==> config.mk <==
export PLATFORM = sky130hd
export DESIGN_NAME = wdbr_supervisor
export DESIGN_NICKNAME = d
export VERILOG_FILES = /design/src/core/wdbr_pkg.sv /design/src/core/wdbr_supervisor.sv
export SDC_FILE = /design/constraint.sdc
export NUM_CORES = 1
export LEC_CHECK = 0
export BUFFER_PORTS_ARGS = -buffer_cell sky130_fd_sc_hd__buf_2
export CORE_MARGIN = 1.5
export CORE_UTILIZATION = 49
export DETAILED_ROUTE_END_ITERATION = 10
export PLACE_DENSITY = 0.79
export SYNTH_ARGS = -nofsm -noshare
export SYNTH_HDL_FRONTEND = slang
export SYNTH_SLANG_ARGS = --single-unit
==> constraint.sdc <==
create_clock -name clock_i -period 2.2 [get_ports clock_i]
set_clock_uncertainty 0.05 [all_clocks]
set_input_delay 0.22 -clock clock_i [delete_from_list [all_inputs] [get_ports clock_i]]
set_output_delay 0.22 -clock clock_i [all_outputs]
set_load 0.1 [all_outputs]
==> src/core/wdbr_pkg.sv <==
// Package: register map, field layout, encodings and timing for the supervisory block
package wdbr_pkg;
  // ----------------------------------------
  // Register offsets (byte addresses)
  // ----------------------------------------
  localparam logic [7:0] WDBR_RESET_CAUSE_OFF = 8'h34;
  localparam logic [7:0] WDBR_WDOG_CTRL_OFF = 8'h48;
  localparam logic [7:0] WDBR_PROTECT_OFF = 8'h4C;
  localparam logic [7:0] WDBR_MISC_OFF = 8'h50;
  localparam logic [7:0] WDBR_STATUS_OFF = 8'h54;
  // ----------------------------------------
  // Field positions
  // ----------------------------------------
  localparam int WDBR_CAUSE_WDOG_BIT = 3;
  localparam int WDBR_CAUSE_BROWN_BIT = 2;
  localparam int WDBR_CAUSE_PIN_BIT = 1;
  localparam int WDBR_CAUSE_POWER_BIT = 0;
  localparam int WDBR_CTRL_IRQ_FLAG_BIT = 7;
  localparam int WDBR_CTRL_IRQ_EN_BIT = 6;
  localparam int WDBR_CTRL_PRESC3_BIT = 5;
  localparam int WDBR_CTRL_ENABLE_BIT = 3;
  localparam int WDBR_MISC_CMP_REF_BIT = 0;
  localparam int WDBR_MISC_CONV_EN_BIT = 1;
  // ----------------------------------------
  // Constants and timing
  // ----------------------------------------
  localparam logic [7:0] WDBR_SIGNATURE = 8'hD8;
  localparam int WDBR_UNLOCK_INSTR = 4;
  localparam int WDBR_CLK_MHZ = 250;
  localparam int WDBR_INSTR_NS = 4;
  localparam int WDBR_UNLOCK_CYC = WDBR_UNLOCK_INSTR * WDBR_INSTR_NS * WDBR_CLK_MHZ / 1000;
  localparam int WDBR_OSC_PER_SAMPLE = 32;
  localparam int WDBR_BASE_SHIFT = 9;
  localparam logic [3:0] WDBR_PRESC_MAX = 4'h9;
  localparam logic [7:0] WDBR_CAUSE_RESET = 8'h00;
  // ----------------------------------------
  // Detector modes
  // ----------------------------------------
  typedef enum logic [1:0] {
    WDBR_DET_RSVD = 2'b00,
    WDBR_DET_SAMPLED = 2'b01,
    WDBR_DET_CONT = 2'b10,
    WDBR_DET_OFF = 2'b11
  } wdbr_det_mode_t;
  typedef struct packed {
    logic wdog;
    logic brown;
    logic pin;
    logic power;
  } wdbr_cause_t;
endpackage

==> src/core/wdbr_supervisor.sv <==
// Watchdog, brown-out mode control, bandgap enable and reset-cause flags behind APB
// Overview of operation
// - Brown-out reset after supply low for detect time, held until supply recovers
// - Sampled mode samples on falling edge of 1kHz from oscillator, detector off between
// - Sampled brown-out forces continuous mode until reset released and fuses reloaded
// - Active/idle setting: 00 reserved, 01 sampled, 10 continuous, 11 disabled
// - Deep-sleep setting uses same encoding for all sleep states except idle
// - Bandgap on only if detector on, comparator reference selected, or converter on
// - Watchdog counter runs on low-power oscillator ticks
// - Counter cleared by restart, while disabled, and on chip reset
// - Ten time-out periods selected by prescaler field
// - Time-out without restart requests chip reset
// - Time-out may raise an interrupt instead of a reset
// - Always-on fuse selects safety level one or two
// - Level one: enable bit set by plain write anytime
// - Level two: watchdog stays enabled, enable bit reads one
// - Level two period change needs signature; written enable value ignored
// - Reset-cause bits 7 to 4 read zero
// - Watchdog cause flag sets on watchdog reset, cleared by power-on or write zero
// - Brown-out cause flag sets on brown-out reset, same clearing
// - Pin cause flag sets on external reset, same clearing
// - Power-on flag sets on power-on, cleared only by writing zero
// - Codes 0 to 9 give 512 to 256K cycles; reserved codes fall back
// - Level one: enable forced set while watchdog cause flag set
// - Enable and irq enable: time-out raises irq and clears irq enable
// - Irq flag sets on irq time-out, cleared by vector taken or write one
//
// Chosen here: the APB register port.
module wdbr_supervisor
  import wdbr_pkg::*;
#(
  parameter int CNT_W = 19
) (
  // Clock and reset
  input wire logic clock_i,
  input wire logic rst_b_i,
  // APB slave
  input wire logic psel_i,
  input wire logic penable_i,
  input wire logic pwrite_i,
  input wire logic [7:0] paddr_i,
  input wire logic [31:0] pwdata_i,
  output logic [31:0] prdata_o,
  output logic pready_o,
  output logic pslverr_o,
  // Oscillator tick and core events
  input wire logic osc_tick_i,
  input wire logic restart_i,
  input wire logic vector_taken_i,
  // Fuses and power state
  input wire logic fuse_load_i,
  input wire logic always_on_fuse_i,
  input wire logic [1:0] detector_active_setting_i,
  input wire logic [1:0] detector_sleep_setting_i,
  input wire logic deep_sleep_i,
  // Reset causes seen by this block
  input wire logic power_on_event_i,
  input wire logic pin_reset_event_i,
  input wire logic supply_low_i,
  // Outputs
  output logic detector_power_o,
  output logic bandgap_en_o,
  output logic brownout_reset_o,
  output logic watchdog_reset_o,
  output logic watchdog_irq_o
);
  // ----------------------------------------
  // Registers
  // ----------------------------------------
  logic level2_reg;
  logic enable_reg;
  logic irq_en_reg;
  logic irq_flag_reg;
  logic [3:0] presc_reg;
  logic cmp_ref_reg;
  logic conv_en_reg;
  wdbr_cause_t cause_reg;
  logic [3:0] unlock_cnt_reg;
  logic [CNT_W-1:0] wd_cnt_reg;
  logic [4:0] div_cnt_reg;
  logic slow_clk_reg;
  logic forced_cont_reg;
  logic [15:0] low_cnt_reg;
  logic restart_pend_reg;
  logic wd_trig_reg;

  logic wr;
  logic rd;
  logic unlocked;
  logic eff_enable;
  logic running;
  logic [3:0] presc_eff;
  logic [CNT_W-1:0] limit;
  logic timeout;
  logic fall_tick;
  wdbr_det_mode_t sel_mode;
  wdbr_det_mode_t mode;
  logic sample_now;
  logic brown_now;

  assign wr = psel_i && penable_i && pwrite_i;
  assign rd = psel_i && !penable_i && !pwrite_i;
  assign unlocked = unlock_cnt_reg != 4'h0;
  assign eff_enable = enable_reg || level2_reg || (!level2_reg && cause_reg.wdog);
  assign running = eff_enable || irq_en_reg;
  // reserved codes fall back to longest valid
  assign presc_eff = (presc_reg > WDBR_PRESC_MAX) ? WDBR_PRESC_MAX : presc_reg;
  assign limit = CNT_W'((1 << (WDBR_BASE_SHIFT + int'(presc_eff))) - 1);
  assign timeout = running && osc_tick_i && (wd_cnt_reg == limit);

  // ----------------------------------------
  // APB slave, zero wait states
  // ----------------------------------------
  always_ff @(posedge clock_i) begin
    if (!rst_b_i) begin
      pready_o <= 1'b0;
      pslverr_o <= 1'b0;
      prdata_o <= 32'h0000_0000;
    end else begin
      pready_o <= psel_i && !penable_i;
      pslverr_o <= psel_i && !penable_i && !(paddr_i == WDBR_RESET_CAUSE_OFF
        || paddr_i == WDBR_WDOG_CTRL_OFF || paddr_i == WDBR_PROTECT_OFF
        || paddr_i == WDBR_MISC_OFF || paddr_i == WDBR_STATUS_OFF);
      // Read data stands for the access cycle only, so unmapped and write accesses return zero
      prdata_o <= 32'h0000_0000;
      if (rd) begin
        if (paddr_i == WDBR_RESET_CAUSE_OFF) begin
          prdata_o <= {28'h000_0000, cause_reg};
        end else if (paddr_i == WDBR_WDOG_CTRL_OFF) begin
          prdata_o <= {24'h00_0000, irq_flag_reg, irq_en_reg, presc_reg[3], 1'b0,
                       eff_enable, presc_reg[2:0]};
        end else if (paddr_i == WDBR_PROTECT_OFF) begin
          prdata_o <= {31'h0000_0000, unlocked};
        end else if (paddr_i == WDBR_MISC_OFF) begin
          prdata_o <= {30'h0000_0000, conv_en_reg, cmp_ref_reg};
        end else if (paddr_i == WDBR_STATUS_OFF) begin
          prdata_o <= {27'h000_0000, level2_reg, forced_cont_reg, mode, brown_now};
        end else begin
          prdata_o <= 32'h0000_0000;
        end
      end
    end
  end

  // ----------------------------------------
  // Safety level and unlock window
  // ----------------------------------------
  // Fuse sampled only on fuse reloads, never under reset; level one until the first reload
  // level from always-on fuse
  always_ff @(posedge clock_i) begin
    if (!rst_b_i) begin
      level2_reg <= 1'b0;
    end else if (fuse_load_i) begin
      level2_reg <= always_on_fuse_i;
    end
  end

  always_ff @(posedge clock_i) begin
    if (!rst_b_i) begin
      unlock_cnt_reg <= 4'h0;
    end else if (wr && paddr_i == WDBR_PROTECT_OFF && pwdata_i[7:0] == WDBR_SIGNATURE) begin
      unlock_cnt_reg <= 4'(WDBR_UNLOCK_CYC);
    end else if (wr && paddr_i == WDBR_WDOG_CTRL_OFF) begin
      unlock_cnt_reg <= 4'h0;
    end else if (unlocked) begin
      unlock_cnt_reg <= unlock_cnt_reg - 4'h1;
    end
  end

  // ----------------------------------------
  // Watchdog control register
  // ----------------------------------------
  always_ff @(posedge clock_i) begin
    if (!rst_b_i) begin
      enable_reg <= 1'b0;
      presc_reg <= 4'h0;
      irq_en_reg <= 1'b0;
    end else begin
      if (wr && paddr_i == WDBR_WDOG_CTRL_OFF) begin
        if (!level2_reg) begin
          if (pwdata_i[WDBR_CTRL_ENABLE_BIT] || unlocked) begin
            enable_reg <= pwdata_i[WDBR_CTRL_ENABLE_BIT];
          end
          if (unlocked || pwdata_i[WDBR_CTRL_ENABLE_BIT] == enable_reg || pwdata_i[WDBR_CTRL_ENABLE_BIT]) begin
            presc_reg <= {pwdata_i[WDBR_CTRL_PRESC3_BIT], pwdata_i[2:0]};
          end
          irq_en_reg <= pwdata_i[WDBR_CTRL_IRQ_EN_BIT];
        end else if (unlocked) begin
          // period change only in window, enable ignored
          presc_reg <= {pwdata_i[WDBR_CTRL_PRESC3_BIT], pwdata_i[2:0]};
        end
      end
      // irq enable cleared by time-out when enabled
      if (timeout && eff_enable && irq_en_reg) begin
        irq_en_reg <= 1'b0;
      end
    end
  end

  // ----------------------------------------
  // Watchdog counter on oscillator ticks
  // ----------------------------------------
  // restart held pending until the next oscillator tick
  always_ff @(posedge clock_i) begin
    if (!rst_b_i) begin
      restart_pend_reg <= 1'b0;
    end else if (restart_i) begin
      restart_pend_reg <= 1'b1;
    end else if (osc_tick_i) begin
      restart_pend_reg <= 1'b0;
    end
  end

  // cleared on restart, disable and reset
  always_ff @(posedge clock_i) begin
    if (!rst_b_i) begin
      wd_cnt_reg <= '0;
    end else if (!running) begin
      wd_cnt_reg <= '0;
    end else if (osc_tick_i) begin
      if (restart_pend_reg || restart_i || timeout) begin
        wd_cnt_reg <= '0;
      end else begin
        wd_cnt_reg <= wd_cnt_reg + 1'b1;
      end
    end
  end

  always_ff @(posedge clock_i) begin
    if (!rst_b_i) begin
      wd_trig_reg <= 1'b0;
      watchdog_reset_o <= 1'b0;
    end else begin
      wd_trig_reg <= timeout && !irq_en_reg && eff_enable;
      watchdog_reset_o <= wd_trig_reg;
    end
  end

  always_ff @(posedge clock_i) begin
    if (!rst_b_i) begin
      irq_flag_reg <= 1'b0;
    end else if (timeout && irq_en_reg) begin
      irq_flag_reg <= 1'b1;
    end else if (vector_taken_i || (wr && paddr_i == WDBR_WDOG_CTRL_OFF
                 && pwdata_i[WDBR_CTRL_IRQ_FLAG_BIT])) begin
      irq_flag_reg <= 1'b0;
    end
  end

  always_ff @(posedge clock_i) begin
    if (!rst_b_i) begin
      watchdog_irq_o <= 1'b0;
    end else begin
      // Request follows the flag: a time-out that also drops irq enable must still interrupt
      watchdog_irq_o <= irq_flag_reg;
    end
  end

  // ----------------------------------------
  // Reset cause flags
  // ----------------------------------------
  // Cause register survives its own reset only via events; event sets win over write clears, power-on clears win over sets
  always_ff @(posedge clock_i) begin
    if (!rst_b_i) begin
      cause_reg <= wdbr_cause_t'(WDBR_CAUSE_RESET[3:0]);
    end else begin
      if (wr && paddr_i == WDBR_RESET_CAUSE_OFF) begin
        cause_reg <= cause_reg & wdbr_cause_t'(pwdata_i[3:0]);
      end
      if (power_on_event_i) begin
        cause_reg.wdog <= 1'b0;
      end else if (wd_trig_reg) begin
        cause_reg.wdog <= 1'b1;
      end
      if (power_on_event_i) begin
        cause_reg.brown <= 1'b0;
      end else if (brown_now) begin
        cause_reg.brown <= 1'b1;
      end
      if (power_on_event_i) begin
        cause_reg.pin <= 1'b0;
      end else if (pin_reset_event_i) begin
        cause_reg.pin <= 1'b1;
      end
      if (power_on_event_i) begin
        cause_reg.power <= 1'b1;
      end
    end
  end

  // ----------------------------------------
  // Brown-out detector modes
  // ----------------------------------------
  // active setting, or sleep setting in deep sleep
  assign sel_mode = wdbr_det_mode_t'(deep_sleep_i ? detector_sleep_setting_i : detector_active_setting_i);
  // Reserved code treated as continuous: safer than leaving the supply unwatched
  assign mode = forced_cont_reg ? WDBR_DET_CONT
              : (sel_mode == WDBR_DET_RSVD) ? WDBR_DET_CONT : sel_mode;

  always_ff @(posedge clock_i) begin
    if (!rst_b_i) begin
      div_cnt_reg <= 5'h00;
      slow_clk_reg <= 1'b0;
    end else if (osc_tick_i) begin
      div_cnt_reg <= div_cnt_reg + 5'h01;
      if (div_cnt_reg == 5'(WDBR_OSC_PER_SAMPLE / 2 - 1) || div_cnt_reg == 5'(WDBR_OSC_PER_SAMPLE - 1)) begin
        slow_clk_reg <= !slow_clk_reg;
      end
    end
  end
  assign fall_tick = osc_tick_i && slow_clk_reg && div_cnt_reg == 5'(WDBR_OSC_PER_SAMPLE - 1);
  assign sample_now = (mode == WDBR_DET_SAMPLED) && fall_tick;

  // supply must stay low for a second clock cycle in continuous mode, counted in clock cycles
  always_ff @(posedge clock_i) begin
    if (!rst_b_i) begin
      low_cnt_reg <= 16'h0000;
    end else if (mode == WDBR_DET_CONT && supply_low_i) begin
      if (low_cnt_reg != 16'hFFFF) begin
        low_cnt_reg <= low_cnt_reg + 16'h0001;
      end
    end else begin
      low_cnt_reg <= 16'h0000;
    end
  end
  assign brown_now = (mode == WDBR_DET_CONT && supply_low_i && low_cnt_reg != 16'h0000)
                  || (sample_now && supply_low_i);

  // sampled hit latches continuous until fuses reload
  always_ff @(posedge clock_i) begin
    if (!rst_b_i) begin
      forced_cont_reg <= 1'b0;
    end else if (sample_now && supply_low_i) begin
      forced_cont_reg <= 1'b1;
    end else if (fuse_load_i && !brownout_reset_o) begin
      forced_cont_reg <= 1'b0;
    end
  end

  // reset held while supply below level
  always_ff @(posedge clock_i) begin
    if (!rst_b_i) begin
      brownout_reset_o <= 1'b0;
    end else if (brown_now) begin
      brownout_reset_o <= 1'b1;
    end else if (!supply_low_i) begin
      brownout_reset_o <= 1'b0;
    end
  end

  // ----------------------------------------
  // Misc register and reference enables
  // ----------------------------------------
  always_ff @(posedge clock_i) begin
    if (!rst_b_i) begin
      cmp_ref_reg <= 1'b0;
      conv_en_reg <= 1'b0;
    end else if (wr && paddr_i == WDBR_MISC_OFF) begin
      cmp_ref_reg <= pwdata_i[WDBR_MISC_CMP_REF_BIT];
      conv_en_reg <= pwdata_i[WDBR_MISC_CONV_EN_BIT];
    end
  end

  // detector powered in continuous mode, otherwise only at sample instants
  always_ff @(posedge clock_i) begin
    if (!rst_b_i) begin
      bandgap_en_o <= 1'b0;
      detector_power_o <= 1'b0;
    end else begin
      bandgap_en_o <= (mode != WDBR_DET_OFF) || cmp_ref_reg || conv_en_reg;
      detector_power_o <= (mode == WDBR_DET_CONT) || sample_now;
    end
  end
endmodule

# After elaboration in Yosys (flattened, before gate mapping)
# Cells that the tools add are included.
dict set report word_totals {
  reg_bits 101
  latch_bits 0
  ramBits 0
  rom_bits 0
  input_bits 58
  output_inout_bits 39
  wordCells 165
  memories 0
}
dict set report op_classes {
  add_sub_neg 6
  n_mul 0
  div_mod_pow 0
  order_cmp 1
  n_eq_ne 16
  shift 1
  n_mux 29
  bitwise 5
  reduce_logical 76
}
# cell n
set ops {}
lappend ops {{$eq A8 B7 Y1 const B} 4}
lappend ops {{$logic_and A1 B1 Y1} 26}
lappend ops {{$mux W4} 6}
lappend ops {{$add A19 B1 Y19 const B} 1}
lappend ops {{$eq A19 B19 Y1} 1}
lappend ops {{$mux W19} 1}
lappend ops {{$shl A1 B5 Y19 const A} 1}
lappend ops {{$sub A19 B2 Y19 const B} 1}
lappend ops {{$logic_or A1 B1 Y1} 18}
lappend ops {{$add A16 B1 Y16 const B} 1}
lappend ops {{$ne A16 B16 Y1 const B} 1}
lappend ops {{$reduce_bool A16 Y1} 1}
lappend ops {{$reduce_bool A2 Y1} 8}
lappend ops {{$mux W5} 3}
lappend ops {{$mux W1} 12}
lappend ops {{$reduce_and A2 Y1} 5}
lappend ops {{$mux W3} 3}
lappend ops {{$eq A8 B6 Y1 const B} 1}
lappend ops {{$eq A8 B8 Y1 const B} 1}
lappend ops {{$mux W8} 1}
lappend ops {{$logic_not A1 Y1} 7}
lappend ops {{$reduce_or A7 Y1} 1}
lappend ops {{$mux W2} 3}
lappend ops {{$reduce_and A3 Y1} 2}
lappend ops {{other kinds (19)} 25}

# Logic depth before layout (Yosys ltp)
# Gate-level depths: netlist (run 1).
dict set report logic_depth {
  word_depth 13
  ltp_mapped 8
  depth_no_buf 8
}

# Least setup slack after synthesis (run 1)
# Ideal clock, no wire load.
dict set report synth_timing {
  path_kind {register to register}
  from {register wd_cnt_reg[3]}
  to {register wd_cnt_reg[10]}
  setup_time_ps 146
  t_arrival_ps 1870
  required_time_ps 2004
  path_slack_ps 135
  path_stages_with_launch 8
  path_buffers 2
  synth_period_minus_slack_ps 2065
  path_cell_list {dfxtp_1 clkbuf_1 and4_1 o2111ai_1 or4_1 nor4b_2 buf_2 a211oi_1}
}
dict set report synth_via {
  elab_chain_len 4
  elab_cells_between_ends 5
  cone_classes {add/sub (1); eq/ne (1); mux (1); reduce/logical (2)}
}
# item line_no
set synth_lines {}
lappend synth_lines {{start: declaration} wdbr_supervisor.sv:79} ;# logic [CNT_W-1:0] wd_cnt_reg;
lappend synth_lines {{start signal: assignment} wdbr_supervisor.sv:224} ;# wd_cnt_reg <= wd_cnt_reg + 1'b1;
lappend synth_lines {{branches (longest 3 deep; another with $add A19 B1 Y19)} n/a}
lappend synth_lines {{$mux W19 *} wdbr_supervisor.sv:221} ;# if (restart_pend_reg || restart_i || timeout) begin
# Every way passes the cells marked *.
# A chain may end at the register's enable or synchronous reset.

# Worst setup path after layout (run 1)
dict set report layout_timing {
  from {register presc_reg[2]}
  to {register wd_trig_reg}
}
dict set report layout_via {
  elab_chain_len 9
}
# item line_no
set layout_lines {}
lappend layout_lines {{start: declaration} wdbr_supervisor.sv:74} ;# logic [3:0] presc_reg;
lappend layout_lines {{start signal: assignment} wdbr_supervisor.sv:185} ;# presc_reg <= {pwdata_i[WDBR_CTRL_PRESC3_BIT], pwdata_i[2:0]};
lappend layout_lines {{start signal: assignment} wdbr_supervisor.sv:190} ;# presc_reg <= {pwdata_i[WDBR_CTRL_PRESC3_BIT], pwdata_i[2:0]};
lappend layout_lines {{$gt A4 B4 Y1} wdbr_supervisor.sv:107} ;# assign presc_eff = (presc_reg > WDBR_PRESC_MAX) ? WDBR_PRESC_MAX : presc_reg;
lappend layout_lines {{$mux W4 *} wdbr_supervisor.sv:107}
lappend layout_lines {{$add A4 B4 Y5 *} wdbr_supervisor.sv:108} ;# assign limit = CNT_W'((1 << (WDBR_BASE_SHIFT + int'(presc_eff))) - 1);
lappend layout_lines {{$shl A1 B5 Y19 *} wdbr_supervisor.sv:108}
lappend layout_lines {{$sub A19 B2 Y19 *} wdbr_supervisor.sv:108}
lappend layout_lines {{$eq A19 B19 Y1 *} wdbr_supervisor.sv:109} ;# assign timeout = running && osc_tick_i && (wd_cnt_reg == limit);
lappend layout_lines {{$logic_and A1 B1 Y1 *} wdbr_supervisor.sv:109}
lappend layout_lines {{$logic_and A1 B1 Y1 * (2 in a row)} wdbr_supervisor.sv:234} ;# wd_trig_reg <= timeout && !irq_en_reg && eff_enable;
lappend layout_lines {{end signal: assignment} wdbr_supervisor.sv:234}
lappend layout_lines {{end: declaration} wdbr_supervisor.sv:85} ;# logic wd_trig_reg;
# Every way passes the cells marked *; elsewhere a longest branch is shown, timed or not.

==> results_dict.tcl, run 1 <==
set metrics [dict create \
    design_area_mm2 0.004816 \
    die_y_um 94.92 \
    drt_pre_antenna_iters 4 \
    chipWidth_um 94.92 \
    io_buffers 48 \
    startpoint_type "flip-flop" \
    layout_commonest_cell "dfxtp_1" \
    antennaDiodeCount 0 \
    tightest_slew_ps 729.9 \
    dieArea_mm2 0.009010 \
    cts_tree "done" \
    period_share 0.9775 \
    worstHoldPathType "primary input to flip-flop" \
    critical_path.max_stage_delay_ps 560 \
    layout_common_cells "75 x dfxtp_1, 48 x buf_2, 45 x nor2_1, 29 x nand2_1, 29 x buf_4" \
    gp_congestion 0.9320 \
    cts-buffers-inserted 9 \
    cts_root_buf "clkbuf_8" \
    place_area_mm2 0.004542 \
    multiInputGateArea_mm2 0.002330 \
    antenna_left 0 \
    synthArstFlopShare 0 \
    setup_viol 0 \
    cts_sinks 77 \
    ios 97 \
    reg2reg_from "presc_reg[2]" \
    largest_register_ffs 19 \
    netlist_instances 493 \
    ys_ff_latch 77 \
    netlist_area_mm2 0.004140 \
    start_util 0.5039 \
    cpMaxStageDelayCell "or4b_1" \
    cp_max_fo 6 \
    wirelength_um 9896 \
    grt_use_total 0.2234 \
    hold_viol 0 \
    reg2reg_depth 5 \
    antenna_found_initial 0 \
    relSlewSlack 0.5129 \
    cap_violations 0 \
    area_delta_synth_final_pct 16.32 \
    power_w 0.003370 \
    viasPerCell 5.744 \
    hold_buffers 0 \
    dp_hpwl_um 7167 \
    arrival_ps 2400 \
    yosys_warnings 0 \
    endpoint_kind "flip-flop" \
    drc 0 \
    r2r-end "wd_trig_reg" \
    grt_first_pass_wirelength_um 15890 \
    fillers 730 \
    min_path_cells 3 \
    htreeDepth 3 \
    rows 33 \
    fmax_ghz 0.4650 \
    synth_flop_cell "dfxtp_1" \
    power_leakage_nw 1.932 \
    drt-wirelength-per-cell_um 14.79 \
    worstHoldEndpoint "cause_reg[1]" \
    grt-ovfl-total 0 \
    path_clk_slew_ps 80 \
    vias 3843 \
    synth_cell_type_count 57 \
    drive_above_1_share 0.1826 \
    post_cts_resized 0 \
    nets 626 \
    criticalPathCategory "flip-flop to flip-flop" \
    required_ps 2450 \
    syn_area_per_cell_um2 8.398 \
    run_status "finished clean" \
    powerDensity_mw_per_mm2 699.9 \
    peakVddDrop_v 0.0005317 \
    yosysSeqAreaShare 0.3723 \
    clockBufferDepth 2 \
    maxSlewViolCount 0 \
    crit_path_cell_trace "a211oi_2 -> xnor2_1 -> or4_1 -> or4b_1 -> and4bb_1" \
    grt_pass1_vias 3568 \
    worstSkewPairLatency_ps 350 \
    synth-edff-count 0 \
    setup_tns_ps 0 \
    hp-start "pin_reset_event_i" \
    seq_area_mm2 0.001544 \
    rsz0062_at_grt "false" \
    grt_max_degree 24 \
    post_cts_buffers 0 \
    drtIter0Drc 181 \
    core_area_mm2 0.008217 \
    r2r_setup_slack_ps 50 \
    finalCriticalPeriod_ps 2151 \
]
[area by class of cell]
type / count / area share
inverters: 22 / 0.01715
multi-input cells: 370 / 0.4838
clock inverters: 6 / 0.02286
well taps: 105 / 0.02728
flip-flops and latches: 77 / 0.3206
repair buffers: 79 / 0.09977
clock buffers: 10 / 0.02858
[critical path, delay by kind of cell, from the launching register on]
family	cells	cell delay [ps]
xor+xnor	1	120
simple gates	3	1340
flops	1	370
compound gates	1	230
[metal layers]
layer	wire length, µm	up-vias	GRT usage
li1	-	1867	-
met1	4269	1846	0.2729
met2	4964	110	0.3899
met3	457	20	0.03301
met4	205	0	0.09204
met5	0	-	0
[per-stage QoR]
stage / std cells / worst slack (ps) / util / hold WS (ps)
floorplan: 517 / 134.8 / - / 287.4
global placement: 652 / 116.7 / 0.5528 / 389.2
detailed placement: 652 / 84.79 / 0.5528 / 400.9
CTS: 668 / 38.60 / 0.5829 / 57.14
global route: 669 / 1.160 / 0.5861 / 84.33
finish: 669 / 49.48 / 0.5861 / 60.66
[worst max path at each step]
stage | from | to | slack (ps) | cells past startpoint
detailed placement | cause_reg[3] | wd_cnt_reg[3] | 80 | 6
finish | presc_reg[2] | wd_trig_reg | 50 | 5
global route | cause_reg[3] | wd_cnt_reg[3] | 1 | 6
CTS | presc_reg[2] | wd_trig_reg | 40 | 5
global placement | presc_reg[2] | wd_trig_reg | 120 | 5
floorplan | wd_cnt_reg[3] | wd_cnt_reg[10] | 130 | 7
[logic make-up after synthesis]
group,share of synthesized area
adders and majority gates,0.02720
and+or+nand+nor,0.2427
AOI/OAI and AO/OA,0.1556
buffers and inverters,0.08885
other,0.001814
xor gates and xnor gates,0.08250
muxes,0.02901
DFF,0.3723
[synthesized netlist by cell type, types with 8 or more instances]
master    count  share of area
nor4_1       10          0.015
xor2_1       16          0.034
buf_4        24          0.044
nand2_1      29          0.026
a21oi_1      22          0.027
nor3_1       17          0.021
a31oi_1       8          0.012
a211oi_1     25          0.045
o21ai_0      11          0.013
xnor2_1      23          0.049
and3_1       10          0.015
mux2i_1      12          0.029
nand4_1      14          0.021
ha_1          9          0.027
nor2_1       45          0.041
clkbuf_1     16          0.015
nand3_1      25          0.030
inv_1        22          0.020
dfxtp_1      77           0.37
[where the power goes]
| group | switching [W] | internal (W) | total, W |
|---|---|---|---|
| logic | 0.000426 | 0.000156 | 0.000582 |
| clock network | 0.000528 | 0.000782 | 0.00131 |
| registers | 0.0000354 | 0.00144 | 0.00148 |
Power figures use the tool's default switching activity.
==> inputs of run 2 (changes only) <==
- SETUP_SLACK_MARGIN: default -> 0.4
==> results_dict.tcl, run 2 (synthesis results as in run 1) <==
set metrics [dict create \
    startpoint_type "flip-flop" \
    drt_pre_antenna_iters 5 \
    final_util 0.6259 \
    cts_sinks 77 \
    worstSkewPairLatency_ps 360 \
    drtIter0Drc 230 \
    path_clk_slew_ps 90 \
    rows 33 \
    cts_root_buf "clkbuf_8" \
    hp-start "pin_reset_event_i" \
    relSlewSlack 0.5329 \
    hold_slack_ps 45.11 \
    layout_commonest_cell "dfxtp_1" \
    grt_first_pass_wirelength_um 17040 \
    period_share 0.9313 \
    chipWidth_um 94.92 \
    antenna_left 0 \
    fmax_ghz 0.4881 \
    cp_max_fo 19 \
    gp_congestion 0.8805 \
    layout_common_cells "62 x dfxtp_1, 48 x buf_2, 44 x nor2_1, 39 x buf_4, 29 x nand2_1" \
    dpl.cell_count 655 \
    area_delta_synth_final_pct 24.21 \
    fillers 688 \
    arrival_ps 2240 \
    worstHoldPathType "primary input to flip-flop" \
    grt_max_degree 24 \
    powerDensity_mw_per_mm2 632.0 \
    setup_viol 0 \
    setup_tns_ps 0 \
    cts-buffers-inserted 9 \
    wirelength_um 10870 \
    ios 97 \
    viasPerCell 5.830 \
    hold_buffers 0 \
    cts_tree "done" \
    grt-ovfl-total 0 \
    dp_hpwl_um 7204 \
    run_status "finished clean" \
    core_area_mm2 0.008217 \
    peakVddDrop_v 0.0003784 \
    grt_pass1_vias 3845 \
    antennaDiodeCount 0 \
    crit_path_start "presc_reg[1]" \
    maxSlewViolCount 0 \
    nets 641 \
    antenna_found_initial 0 \
    grt_use_total 0.2409 \
    power_leakage_nw 2.033 \
    vias 3988 \
    finalCriticalPeriod_ps 2049 \
    power_w 0.003250 \
    largest_register_ffs 19 \
    clockBufferDepth 2 \
    dieArea_mm2 0.009010 \
    htreeDepth 3 \
    hold_viol 0 \
    die_y_um 94.92 \
    reg2reg_from "presc_reg[1]" \
    start_util 0.5039 \
    io_buffers 48 \
    cap_violations 0 \
    criticalPathCategory "flip-flop to flip-flop" \
    drive_above_1_share 0.2746 \
    drt-wirelength-per-cell_um 15.88 \
    drc 0 \
    endpoint_kind "flip-flop" \
    final_cells 684 \
    required_ps 2390 \
    rsz0062_at_grt "true" \
    tightest_slew_ps 699.9 \
]
run 2: cell types whose count changed in the layout (fill, tap and decap cells not counted), moves of 4 or more:
cell,delta
dfxtp_1,-13
a211oi_2,+4
dfxtp_4,+4
buf_4,+10
dfxtp_2,+9
a211oi_1,-4
run 2: path summary, 6_finish.rpt:
| path | end | cells after the start | slack [ps] |
|---|---|---|---|
| min reg2reg | watchdog_reset_o | 2 | 390 |
| max reg2reg | irq_en_reg | 8 | 150 |
| max | irq_en_reg | 8 | 150 |
| min | cause_reg[1] | 3 | 50 |
run 2: repair_timing:
action | 4_1_cts | 5_1_grt
pin swaps | 6 | 10
resized for setup | 28 | 30
setup endpoints to repair | 27 | 42
gates cloned | 2 | 1
setup buffers | 5 | 5
run 2: power by group:
part,total (W),switching (W),internal (W),leakage [nW]
Clock,0.00119,0.000547,0.000644,0.106
Sequential,0.00148,0.0000366,0.00144,0.632
Combinational,0.000582,0.000422,0.000160,1.29
Total,0.00325,0.00101,0.00224,2.03
run 2: final cells by class:
class / instances / area [µm²] / area share
Sequential cell: 77 / 1570 / 0.3054
Clock buffer: 9 / 123.9 / 0.02409
Tap cell: 105 / 131.4 / 0.02555
Timing Repair Buffer: 94 / 638.1 / 0.1241
Clock inverter: 7 / 97.59 / 0.01898
Inverter: 22 / 82.58 / 0.01606
Multi-Input combinational cell: 370 / 2499 / 0.4859
run 2: layer usage:
| metal | wire length (µm) | track usage | vias up |
|---|---|---|---|
| li1 | - | - | 1885 |
| met1 | 4370 | 0.2731 | 1887 |
| met2 | 5447 | 0.4232 | 176 |
| met3 | 659 | 0.06844 | 40 |
| met4 | 388 | 0.09577 | 0 |
| met5 | 0 | 0 | - |
run 2: worst max-delay path: stages (launching register included):
cell      delay, ps
dfxtp_4         380
buf_4           140
nor4_1          380
nor3b_1         330
a311oi_2         70
buf_4           180
nor2_4          120
buf_12          160
a31oi_1         110
run 2: per-stage QoR:
| step | cell area [µm²] | worst slack, ps |
|---|---|---|
| floorplan | 4325 | 304.2 |
| global placement | 4593 | 19.33 |
| detailed placement | 4593 | -123.5 |
| CTS | 4959 | 204.1 |
| global route | 5142 | 13.27 |
| finish | 5142 | 151.2 |
